===== src/hdl/serial_master_map.vh =====
// Register map, field positions, reset values and clock rates of the serial master port
// Operation
// 24-bit data word register, resets to zero
// Port is master only, drives clock and selects
// Write command is opcode plus 8-bit address
// Request bit write launches one transfer
// Write sends count plus one bytes, one to five
// Command and data bytes go out unmodified
// Read bytes received land in data word
// Read sends two command bytes, receives rest
// Software keeps reads two out, 1-3 in
// Polarity and phase bits pick four modes
// Modes 0 and 3 sample rising edges
// Mode 0 idles low, first bit before clock
// Mode 3 idles high, data at first fall
// Modes 1 and 2 sample falling edges
// Slave drives input only while answering read
// Request bit clears itself at transfer end
// Busy flag set throughout a transfer
// Request while busy sets sticky collision flag
// Three-bit rate field picks clock frequency
// Eight clocks per byte, MSB first
// Chip select low across every byte
`ifndef SERIAL_MASTER_MAP_VH
`define SERIAL_MASTER_MAP_VH
// Register indices; byte address is four times the index
`define CTRL_IDX 8'h10
`define CMD_IDX 8'h11
`define DAT_IDX 8'h12
`define DIR_IDX 8'h13
// Reset values
`define CTRL_RST 24'h3000E0
`define CMD_RST 16'h0000
`define DAT_RST 24'h000000
// Control word field positions
`define CS_LSB 0
`define CS_MSB 4
`define BYTE_COUNT_FIELD_LSB 5
`define BYTE_COUNT_FIELD_MSB 7
`define REQ_BIT 8
`define TM_BIT 9
`define CPOL_BIT 10
`define REQUEST_COLLISION_FLAG_BIT 11
`define CPHA_BIT 12
`define BUSY_BIT 13
`define RCH_LSB 14
`define RCH_MSB 15
`define EN_LSB 16
`define EN_MSB 19
`define RATE_LSB 20
`define RATE_MSB 22
`define WOM_BIT 23
`define DIR_READ_BIT 0
// Standard opcodes
`define OP_WRITE 8'h02
`define OP_READ 8'h03
// System clock and serial clock rates in Hz
`define CLK_HZ 10000000
`define F_32K 32000
`define F_128K 128000
`define F_512K 512000
`define F_1024K 1024000
`define F_2048K 2048000
`define F_4096K 4096000
// Half serial clock periods in system cycles, rounded down
`define HALF_32K (`CLK_HZ / (2 * `F_32K))
`define HALF_128K (`CLK_HZ / (2 * `F_128K))
`define HALF_512K (`CLK_HZ / (2 * `F_512K))
`define HALF_1024K (`CLK_HZ / (2 * `F_1024K))
`define HALF_2048K (`CLK_HZ / (2 * `F_2048K))
`define HALF_4096K (`CLK_HZ / (2 * `F_4096K))
`endif


===== src/hdl/serial_master_port.v =====
// Secondary serial master port with APB register access
//
// Local design decision: register access over APB.
`timescale 1ns/1ps
`include "serial_master_map.vh"
module serial_master_port (
   input wire clk_sys, // System clock, 10 MHz
   input wire rst, // Synchronous reset, active high
   input wire psel, // APB select
   input wire penable, // APB enable
   input wire pwrite, // APB direction, high for write
   input wire [7:0] paddr, // APB byte address
   input wire [31:0] pwdata, // APB write data
   output reg [31:0] prdata, // APB read data
   output wire pready, // APB ready
   output wire pslverr, // APB error on unmapped address
   output reg master_serial_clock, // Serial clock out
   output wire master_serial_clock_oe, // Serial clock drive enable
   output reg serial_out, // Serial data out
   output wire serial_out_oe, // Serial data drive enable
   input wire serial_in, // Serial data in from slaves
   output reg [4:0] chip_select_n, // Chip selects, active low
   output wire [4:0] chip_select_oe // Chip select drive enables
);

   // Sequencer states
   localparam [1:0] ST_IDLE = 2'd0;
   localparam [1:0] ST_LEAD = 2'd1;
   localparam [1:0] ST_SHIFT = 2'd2;
   localparam [1:0] ST_TRAIL = 2'd3;
   // Divider limits, cut to the counter width on purpose; all fit in 8 bits
   localparam integer H_32K_I = `HALF_32K;
   localparam integer H_128K_I = `HALF_128K;
   localparam integer H_512K_I = `HALF_512K;
   localparam integer H_1024K_I = `HALF_1024K;
   localparam integer H_2048K_I = `HALF_2048K;
   localparam integer H_4096K_I = `HALF_4096K;
   localparam [7:0] H_32K = H_32K_I[7:0];
   localparam [7:0] H_128K = H_128K_I[7:0];
   localparam [7:0] H_512K = H_512K_I[7:0];
   localparam [7:0] H_1024K = H_1024K_I[7:0];
   localparam [7:0] H_2048K = H_2048K_I[7:0];
   localparam [7:0] H_4096K = H_4096K_I[7:0];
   // Control reset value as a sized word so each field can be sliced
   localparam [23:0] CTRL_RST_W = `CTRL_RST;

   // Register decode: 0 unmapped, 1 control, 2 command, 3 data, 4 direction
   function [2:0] reg_sel;
      input [7:0] a;
      begin
         if (a == (`CTRL_IDX << 2)) reg_sel = 3'd1;
         else if (a == (`CMD_IDX << 2)) reg_sel = 3'd2;
         else if (a == (`DAT_IDX << 2)) reg_sel = 3'd3;
         else if (a == (`DIR_IDX << 2)) reg_sel = 3'd4;
         else reg_sel = 3'd0;
      end
   endfunction

   // Half serial period per rate code; reserved codes fall back to slowest
   function [7:0] half_lim;
      input [2:0] r;
      begin
         case (r)
            3'd0: half_lim = H_32K;
            3'd1: half_lim = H_128K;
            3'd2: half_lim = H_512K;
            3'd3: half_lim = H_1024K;
            3'd4: half_lim = H_2048K;
            3'd5: half_lim = H_4096K;
            default: half_lim = H_32K;
         endcase
      end
   endfunction

   // Control fields
   reg [4:0] cs_en_r;
   reg [2:0] byte_count_field_r;
   reg transfer_request_r;
   reg timeout_flag_r;
   reg clock_polarity_bit_r;
   reg request_collision_flag_r;
   reg clock_phase_bit_r;
   reg transfer_in_progress_r;
   reg [1:0] read_chan_r;
   reg [3:0] chan_en_r;
   reg [2:0] serial_clock_rate_select_r;
   reg wired_or_r;
   reg [15:0] command_word_register_r;
   reg [23:0] serial_master_data_word_r;
   reg read_dir_r;

   // Sequencer
   reg [1:0] state_r;
   reg [7:0] half_cnt_r;
   reg [7:0] lat_half_r;
   reg lat_cpha_r;
   reg lat_read_r;
   reg [6:0] edge_r;
   reg [6:0] last_edge_r;
   reg [5:0] sample_cnt_r;
   reg [39:0] tx_r;
   reg [23:0] rx_r;

   // Input synchroniser and filter
   reg in_s1_r;
   reg in_s2_r;
   reg in_s3_r;
   reg in_f_r;

   wire setup_ph = psel & ~penable;
   wire access_ph = psel & penable;
   wire [2:0] sel = reg_sel(paddr);
   wire wr_en = access_ph & pwrite;
   wire wr_ctrl = wr_en & (sel == 3'd1);
   wire start_req = wr_ctrl & pwdata[`REQ_BIT];
   wire start = start_req & ~transfer_in_progress_r;
   // One strobe per writable register keeps the write logic readable.
   // Writes land at the access edge only, so a setup cycle alone
   // never disturbs a register, whatever the address says.
   wire wr_cmd = wr_en & (sel == 3'd2);
   wire wr_dat = wr_en & (sel == 3'd3);
   wire wr_dir = wr_en & (sel == 3'd4);
   // Last tick of the trailing half period ends the frame
   wire frame_done = (state_r == ST_TRAIL) && tick;
   // Filtered input; a level the second and third flops agree on is used
   // at once, since a half period of one cycle at the fastest rate leaves no room for more delay
   wire in_ok = (in_s2_r == in_s3_r) ? in_s3_r : in_f_r;
   wire tick = (state_r != ST_IDLE) && (half_cnt_r == lat_half_r - 8'd1);
   wire sample_edge = (edge_r[0] == lat_cpha_r);

   wire [23:0] ctrl_word = {wired_or_r, serial_clock_rate_select_r, chan_en_r, read_chan_r,
      transfer_in_progress_r, clock_phase_bit_r, request_collision_flag_r,
      clock_polarity_bit_r, timeout_flag_r, transfer_request_r, byte_count_field_r, cs_en_r};

   // Byte count: one to five; reads never fewer than three
   wire [3:0] n_raw = {1'b0, byte_count_field_r} + 4'd1;
   wire [3:0] n_wr = (n_raw > 4'd5) ? 4'd5 : n_raw;
   wire [3:0] n_bytes = (read_dir_r && n_wr < 4'd3) ? 4'd3 : n_wr;
   wire [2:0] pad_bytes = 3'd5 - n_bytes[2:0];
   wire [23:0] data_aligned = serial_master_data_word_r << {pad_bytes, 3'b000};
   wire [39:0] tx_load = {command_word_register_r, data_aligned};
   wire [6:0] n_edges = {n_bytes[2:0], 4'b0000};

   // Zero wait state; unmapped addresses answer with an error
   assign pready = 1'b1;
   assign pslverr = access_ph & (sel == 3'd0);

   // Wired-or mode only drives low; push-pull drives always
   assign master_serial_clock_oe = ~wired_or_r | ~master_serial_clock;
   assign serial_out_oe = ~wired_or_r | ~serial_out;
   // Each select pin gets its own enable, same wired-or rule as the clock
   genvar g;
   generate
      for (g = 0; g < 5; g = g + 1) begin : g_cs_oe
         assign chip_select_oe[g] = ~wired_or_r | ~chip_select_n[g];
      end
   endgenerate

   // Read data captured in setup so it is stable through access
   always @(posedge clk_sys) begin
      if (rst) begin
         prdata <= 32'h00000000;
      end else if (setup_ph & ~pwrite) begin
         case (sel)
            3'd1: prdata <= {8'h00, ctrl_word};
            3'd2: prdata <= {16'h0000, command_word_register_r};
            3'd3: prdata <= {8'h00, serial_master_data_word_r};
            3'd4: prdata <= {31'h00000000, read_dir_r};
            default: prdata <= 32'h00000000;
         endcase
      end
   end

   // Control register; request and busy are owned by the sequencer
   always @(posedge clk_sys) begin
      if (rst) begin
         wired_or_r <= CTRL_RST_W[`WOM_BIT];
         serial_clock_rate_select_r <= CTRL_RST_W[`RATE_MSB:`RATE_LSB];
         chan_en_r <= CTRL_RST_W[`EN_MSB:`EN_LSB];
         read_chan_r <= CTRL_RST_W[`RCH_MSB:`RCH_LSB];
         clock_phase_bit_r <= CTRL_RST_W[`CPHA_BIT];
         clock_polarity_bit_r <= CTRL_RST_W[`CPOL_BIT];
         timeout_flag_r <= CTRL_RST_W[`TM_BIT];
         byte_count_field_r <= CTRL_RST_W[`BYTE_COUNT_FIELD_MSB:`BYTE_COUNT_FIELD_LSB];
         cs_en_r <= CTRL_RST_W[`CS_MSB:`CS_LSB];
         request_collision_flag_r <= 1'b0;
         command_word_register_r <= `CMD_RST;
         read_dir_r <= 1'b0;
      end else begin
         if (wr_ctrl) begin
            wired_or_r <= pwdata[`WOM_BIT];
            serial_clock_rate_select_r <= pwdata[`RATE_MSB:`RATE_LSB];
            chan_en_r <= pwdata[`EN_MSB:`EN_LSB];
            read_chan_r <= pwdata[`RCH_MSB:`RCH_LSB];
            clock_phase_bit_r <= pwdata[`CPHA_BIT];
            clock_polarity_bit_r <= pwdata[`CPOL_BIT];
            timeout_flag_r <= pwdata[`TM_BIT];
            byte_count_field_r <= pwdata[`BYTE_COUNT_FIELD_MSB:`BYTE_COUNT_FIELD_LSB];
            cs_en_r <= pwdata[`CS_MSB:`CS_LSB];
         end
         // Collision: a set in the same cycle beats the clear
         if (start_req & transfer_in_progress_r)
            request_collision_flag_r <= 1'b1;
         else if (wr_ctrl & ~pwdata[`REQUEST_COLLISION_FLAG_BIT])
            request_collision_flag_r <= 1'b0;
         if (wr_cmd)
            command_word_register_r <= pwdata[15:0];
         if (wr_dir)
            read_dir_r <= pwdata[`DIR_READ_BIT];
      end
   end

   // Input pin: three flops, change accepted once second and third agree
   always @(posedge clk_sys) begin
      if (rst) begin
         in_s1_r <= 1'b0;
         in_s2_r <= 1'b0;
         in_s3_r <= 1'b0;
         in_f_r <= 1'b0;
      end else begin
         in_s1_r <= serial_in;
         in_s2_r <= in_s1_r;
         in_s3_r <= in_s2_r;
         if (in_s2_r == in_s3_r)
            in_f_r <= in_s3_r;
      end
   end

   // Half-period divider, restarted at each launch
   always @(posedge clk_sys) begin
      if (rst) begin
         half_cnt_r <= 8'h00;
      end else if (start || tick || state_r == ST_IDLE) begin
         half_cnt_r <= 8'h00;
      end else begin
         half_cnt_r <= half_cnt_r + 8'd1;
      end
   end

   // Transfer sequencer.
   // Launch cycle: selects fall, clock sits at its polarity.
   // Lead: one half period with the select low and the clock still.
   // Shift: one clock edge per half period, sixteen edges per byte.
   // Trail: one more half period before the selects rise.
   // Rate, phase, count and direction are latched at launch, so a
   // register write in mid-frame cannot tear the frame; polarity is not,
   // and software must leave it alone while the port is busy.
   always @(posedge clk_sys) begin
      if (rst) begin
         state_r <= ST_IDLE;
         transfer_request_r <= 1'b0;
         transfer_in_progress_r <= 1'b0;
         lat_half_r <= 8'h01;
         lat_cpha_r <= 1'b0;
         lat_read_r <= 1'b0;
         edge_r <= 7'h00;
         last_edge_r <= 7'h00;
         sample_cnt_r <= 6'h00;
         tx_r <= 40'h0000000000;
         rx_r <= 24'h000000;
         serial_master_data_word_r <= `DAT_RST;
         master_serial_clock <= 1'b0;
         serial_out <= 1'b0;
         chip_select_n <= 5'h1F;
      end else begin
         // Software write to data; a finishing read overrides below
         if (wr_dat)
            serial_master_data_word_r <= pwdata[23:0];
         case (state_r)
            ST_IDLE: begin
               master_serial_clock <= clock_polarity_bit_r;
               if (start) begin
                  state_r <= ST_LEAD;
                  transfer_request_r <= 1'b1;
                  transfer_in_progress_r <= 1'b1;
                  lat_half_r <= half_lim(serial_clock_rate_select_r);
                  lat_cpha_r <= clock_phase_bit_r;
                  lat_read_r <= read_dir_r;
                  edge_r <= 7'h00;
                  last_edge_r <= n_edges - 7'd1;
                  sample_cnt_r <= 6'h00;
                  rx_r <= 24'h000000;
                  chip_select_n <= ~cs_en_r;
                  // Phase 0 puts the first bit out with the select
                  if (!clock_phase_bit_r) begin
                     serial_out <= tx_load[39];
                     tx_r <= {tx_load[38:0], 1'b0};
                  end else begin
                     tx_r <= tx_load;
                  end
               end
            end
            ST_LEAD: begin
               // Select settles half a period before the first edge
               if (tick)
                  state_r <= ST_SHIFT;
            end
            ST_SHIFT: begin
               if (tick) begin
                  master_serial_clock <= ~master_serial_clock;
                  edge_r <= edge_r + 7'd1;
                  if (sample_edge) begin
                     // Command bytes of a read are not stored
                     if (!lat_read_r || sample_cnt_r >= 6'd16) begin
                        rx_r <= {rx_r[22:0], in_ok};
                     end
                     sample_cnt_r <= sample_cnt_r + 6'd1;
                  end else begin
                     serial_out <= tx_r[39];
                     tx_r <= {tx_r[38:0], 1'b0};
                  end
                  if (edge_r == last_edge_r)
                     state_r <= ST_TRAIL;
               end
            end
            ST_TRAIL: begin
               // Hold select half a period past the final edge
               if (frame_done) begin
                  state_r <= ST_IDLE;
                  chip_select_n <= 5'h1F;
                  transfer_request_r <= 1'b0;
                  transfer_in_progress_r <= 1'b0;
                  if (lat_read_r)
                     serial_master_data_word_r <= rx_r;
               end
            end
            default: begin
               state_r <= ST_IDLE;
            end
         endcase
      end
   end

endmodule // serial_master_port


===== config.mk =====
export PLATFORM = sky130hd
export DESIGN_NAME = serial_master_port
export DESIGN_NICKNAME = d
export VERILOG_FILES = /design/src/hdl/serial_master_port.v
export VERILOG_INCLUDE_DIRS = /design/src /design/src/hdl
export SDC_FILE = /design/constraint.sdc
export NUM_CORES = 1
export LEC_CHECK = 0
export ABC_AREA = 1
export BUFFER_PORTS_ARGS = -buffer_cell sky130_fd_sc_hd__buf_4
export CORE_UTILIZATION = 25
export CTS_CLUSTER_SIZE = 24
export DETAILED_ROUTE_END_ITERATION = 12
export PLACE_DENSITY = 0.5
export SLEW_MARGIN = 40
export SYNTH_ARGS = -nofsm -noshare
export SYNTH_HDL_FRONTEND = slang
export SYNTH_SLANG_ARGS = --single-unit

===== constraint.sdc =====
create_clock -name clk_sys -period 2.6 [get_ports clk_sys]
set_input_delay 0.13 -clock clk_sys [delete_from_list [all_inputs] [get_ports clk_sys]]
set_output_delay 0.13 -clock clk_sys [all_outputs]
set_load 0.1 [all_outputs]

==> results.tsv <==
stage	metric	value	unit
floorplan	core box area	39100	um2
yosys	post-synth top area share	39.60	%
floorplan	DIE AREA	40840	um2
critical_path	Worst Setup SP	state_r[1]$_SDFFE_PP0P_	
clock_network	Clk Latency, worst-skew pair	0.45	ns
yosys	main combinational cell family by area after synthesis	simple AND/OR/NAND/NOR gates	
sta	fin. max-slew vios	0	
yosys	Mapped Area	10010	um2
critical_path	Reg2Reg Depth	17	
global_routing	GRT Total Usage	15.94	%
pwr	PwrDens	717.9	nW/um2
critical_path	worst reg-to-reg setup slack	0.26	ns
yosys	Distinct cells, synth	42	
global_routing	gr ovfl total	0	
routing	residual DRC count	0	
yosys	xor and xnor area share after synthesis	1.663	%
sta	Tcrit/Tclk final	89.86	%
yosys	Synth Flop Type	dfxtp_1	
clock_network	clk sinks	198	
floorplan	initial core utilization	25.60	%
yosys	asr flop ratio synth	0	%
place	routability cong.	0.8372	
pwr	Comb power frac	27.2	%
critical_path	reg2reg end	tx_r[18]$_SDFFE_PP0P_	
floorplan	Rows	72	
pwr	Leak Pwr	5.027	nW
yosys	Yosys warning count	0	
global_routing	pin count of the biggest net entering global routing	78	
clock_network	Num CTS Buffers	17	
global_routing	first-pass GRT wire length	51.25	mm
worst_hold_path	worst hold path class	in2reg	
clock_network	CTS Root Cell	clkbuf_16	
routing	DR vias/cell	4.709	
floorplan	DIE WIDTH	202.1	um
sta	worst clock skew	0.01454	ns
sta	Max transition margin	48.24	%
pwr	internal power	5.508	mW
routing	Routed wire per std cell	15.44	um
routing	DRT Wirelength	32.35	mm
yosys	Seq cells post-synth	198	
pwr	Net Switching	3.091	mW
critical_path	Startpoint Class	flip-flop	
cells_and_area	diodes inserted	0	
critical_path	Critical Path End Type	flip-flop	
cells_and_area	fillers	4339	
sta	Final Hold Violating Endpoints	0	
critical_path	crit path max fanout	17	
critical_path	FF-to-FF Start	state_r[1]$_SDFFE_PP0P_	
clock_network	CTS tree	done	
yosys	Post-Synth Simple-Gate Area	30.39	%
yosys	Post-synth EDFFs	0	
yosys	Mapped Cells	1504	
routing	total number of vias	9866	
global_routing	initial antenna violation count	0	
routing	DRT iter0 DRCs	745	
critical_path	Req. time, crit path	2.98	ns
yosys	Synth Area in Adders	1.250	%
cells_and_area	Final nets	1620	
sta	setup TNS	0	ns
outcome	status	finished, final reports clean	
clock_network	H-tree level count	4	
place	Port Buffer Count	76	
yosys	multiplexer area fraction after synthesis	0	%
routing	drt pass-1 iters	6	
clock_network	clock-pin slew on the worst setup and hold paths	0.08	ns
job	Max-cap violations	0	
pwr	Switching Share	35.94	%
clock_network	Longest Clk Path Bufs	2	
yosys	area leader, netlist	dfxtp_1	
critical_path	crit path to	tx_r[18]$_SDFFE_PP0P_	
yosys	mean post-synth cell area	6.654	um2
cells_and_area	area grow syn2layout	19.68	%
floorplan	Ports	94	
floorplan	Die H	202.1	um
sta	Final setup violation count	0	
pwr	Flop pwr share	38.9	%
yosys	ranking of synthesized cells by area	dfxtp_1 (40%), nand2_1 (14%), nor2_1 (7.2%)	
place	DP Wirelength	22.44	mm
critical_path	Crit Path Category	reg2reg	
sta	crit path time final	2.336	ns
cells_and_area	Final Core Density	30.64	%
yosys	Seq/Total Area, Yosys	39.60	%
routing	remaining antenna violation count	0	
critical_path	critical path arrival	2.72	ns
yosys	Compound-Gate Fraction of Synth Area	16.20	%
cells_and_area	layout cells sized above 1	11.16	%
sta	Max Freq	428.0	MHz
pwr	worst vdd ir	0.3621	mV
global_routing	vias in the first global route	9083	
sta	RSZ-0062 raised after global routing	false	
pwr	clock power share	33.9	%
sta	Slew @ Worst Pin	0.7756	ns
==> how the worst min path moves through the flow <==
stage / from / to / slack, ns / cells past startpoint
detailed placement: pwdata[21] / serial_clock_rate_select_r[1]$_SDFFE_PP1P_ / 0.38 / 3
global route: pwdata[8] / request_collision_flag_r$_SDFFE_PP0P_ / 0.02 / 3
finish: pwdata[8] / request_collision_flag_r$_SDFFE_PP0P_ / 0.02 / 3
CTS: pwdata[8] / request_collision_flag_r$_SDFFE_PP0P_ / 0.002 / 3
floorplan: serial_in / in_s1_r$_SDFF_PP0_ / 0.24 / 2
global placement: pwdata[20] / serial_clock_rate_select_r[0]$_SDFFE_PP1P_ / 0.37 / 3
==> per-layer routing <==
layer	GRT usage, %	share of wire [%]	wire length, um
met1	22.35	48	15570
met2	25.09	45	14480
met3	2.822	5.7	1850
met4	4.004	1.4	457
met5	0	0	0
==> layout make-up <==
cell class              instances  area, um2  share of cell area [%]
flip-flops and latches        198       3965                   33.10
clock buffers                  17      425.4                   3.552
clock inverters                15      207.7                   1.734
inverters                     166      623.1                   5.202
repair buffers                131       1099                   9.172
multi-input cells            1050       5010                   41.83
well taps                     518      648.1                   5.411
==> synthesized netlist by cell type, drive strengths merged (9+ instances only) <==
master / instances
xor2: 13
nand4: 44
o221ai: 15
clkbuf: 61
o211ai: 14
dfxtp: 198
nor2: 199
o22ai: 28
nand2: 373
o21ai: 90
ha: 10
buf: 36
inv: 163
nand3: 91
a211oi: 9
a21oi: 129
==> cells in the final DEF, fill, tap and decap left out, types with 5 or more instances in the layout <==
cell type | netlist | layout
o21ai_0 | 86 | 86
clkbuf_16 | 0 | 17
a211oi_1 | 9 | 9
inv_1 | 156 | 155
conb_1 | 2 | 9
inv_2 | 7 | 8
o211ai_1 | 14 | 14
dlygate4sd3_1 | 0 | 17
nor2_1 | 191 | 190
nor2_2 | 4 | 5
xnor2_1 | 6 | 6
o221ai_1 | 15 | 15
buf_4 | 12 | 105
dfxtp_1 | 198 | 197
o22ai_1 | 28 | 28
nand3_1 | 89 | 89
a21oi_1 | 129 | 129
nand4_1 | 43 | 43
nand2_1 | 368 | 368
xor2_1 | 13 | 13
nor3_1 | 7 | 6
ha_1 | 10 | 8
==> through the flow <==
stage | power [mW] | hold WS (ns) | area, um2 | setup WS [ns] | instances
6_report | 8.599 | 0.01851 | 11980 | 0.2636 | 2095
5_1_grt | 9.115 | 0.01833 | 11980 | 0.01434 | 2095
4_1_cts | 8.584 | 0.001578 | 11920 | 0.1519 | 2092
3_5_place_dp | 5.647 | 0.3783 | 11120 | 0.1688 | 2043
3_3_place_gp | 5.626 | 0.3717 | 11120 | 0.1306 | 2043
2_1_floorplan | 5.115 | 0.2370 | 10030 | 0.5826 | 1511
==> flip-flops by register name, indices dropped and copies added, names as in the netlist, 2 cells and up <==
name                        cells
sample_cnt_r                    6
serial_master_data_word_r      24
half_cnt_r                      8
prdata                         24
serial_clock_rate_select_r      3
command_word_register_r        16
cs_en_r                         5
tx_r                           40
byte_count_field_r              3
state_r                         2
chan_en_r                       4
chip_select_n                   5
rx_r                           24
edge_r                          7
read_chan_r                     2
lat_half_r                      6
last_edge_r                     4
==> critical path, cell delays in order (launching register included) <==
cell and delay, ns:
dfxtp_1 0.38, inv_1 0.08, ha_1 0.24, inv_2 0.09, nand2_1 0.05, nor2_1 0.08
nand2_1 0.06, nor2_1 0.11, nand2_1 0.07, nor2_2 0.16, nand2_2 0.15, nand2_8 0.15
nand3_4 0.16, buf_4 0.19, buf_4 0.13, nand2_1 0.05, nand2_1 0.04, nor2_1 0.11
==> what timing repair did <==
| item | CTS | global route |
|---|---|---|
| gates resized for setup | 0 | 8 |
| hold buffers | 17 | 0 |
| buffers inserted | 0 | 3 |
| endpoints found under the hold margin | 20 | 0 |
| setup endpoints to repair | 0 | 49 |
==> power by group through the flow <==
stage	clock network, mW	logic, mW	registers, mW
finish	2.92	2.33	3.35
global route	3.13	2.61	3.37
CTS	2.98	2.26	3.35
detailed placement	0	2.23	3.42
global placement	0	2.21	3.41
floorplan	0	1.56	3.56
==> kinds of logic (layout without fill, tap and decap cells) <==
kind of cell,count (synthesis),count (layout)
simple gates,721,721
compound gates,291,291
buf+inv,263,329
flops,198,198
xor+xnor,19,19
fa+ha+maj,10,10
other cells,2,9
(Power assumes the default switching activity.)
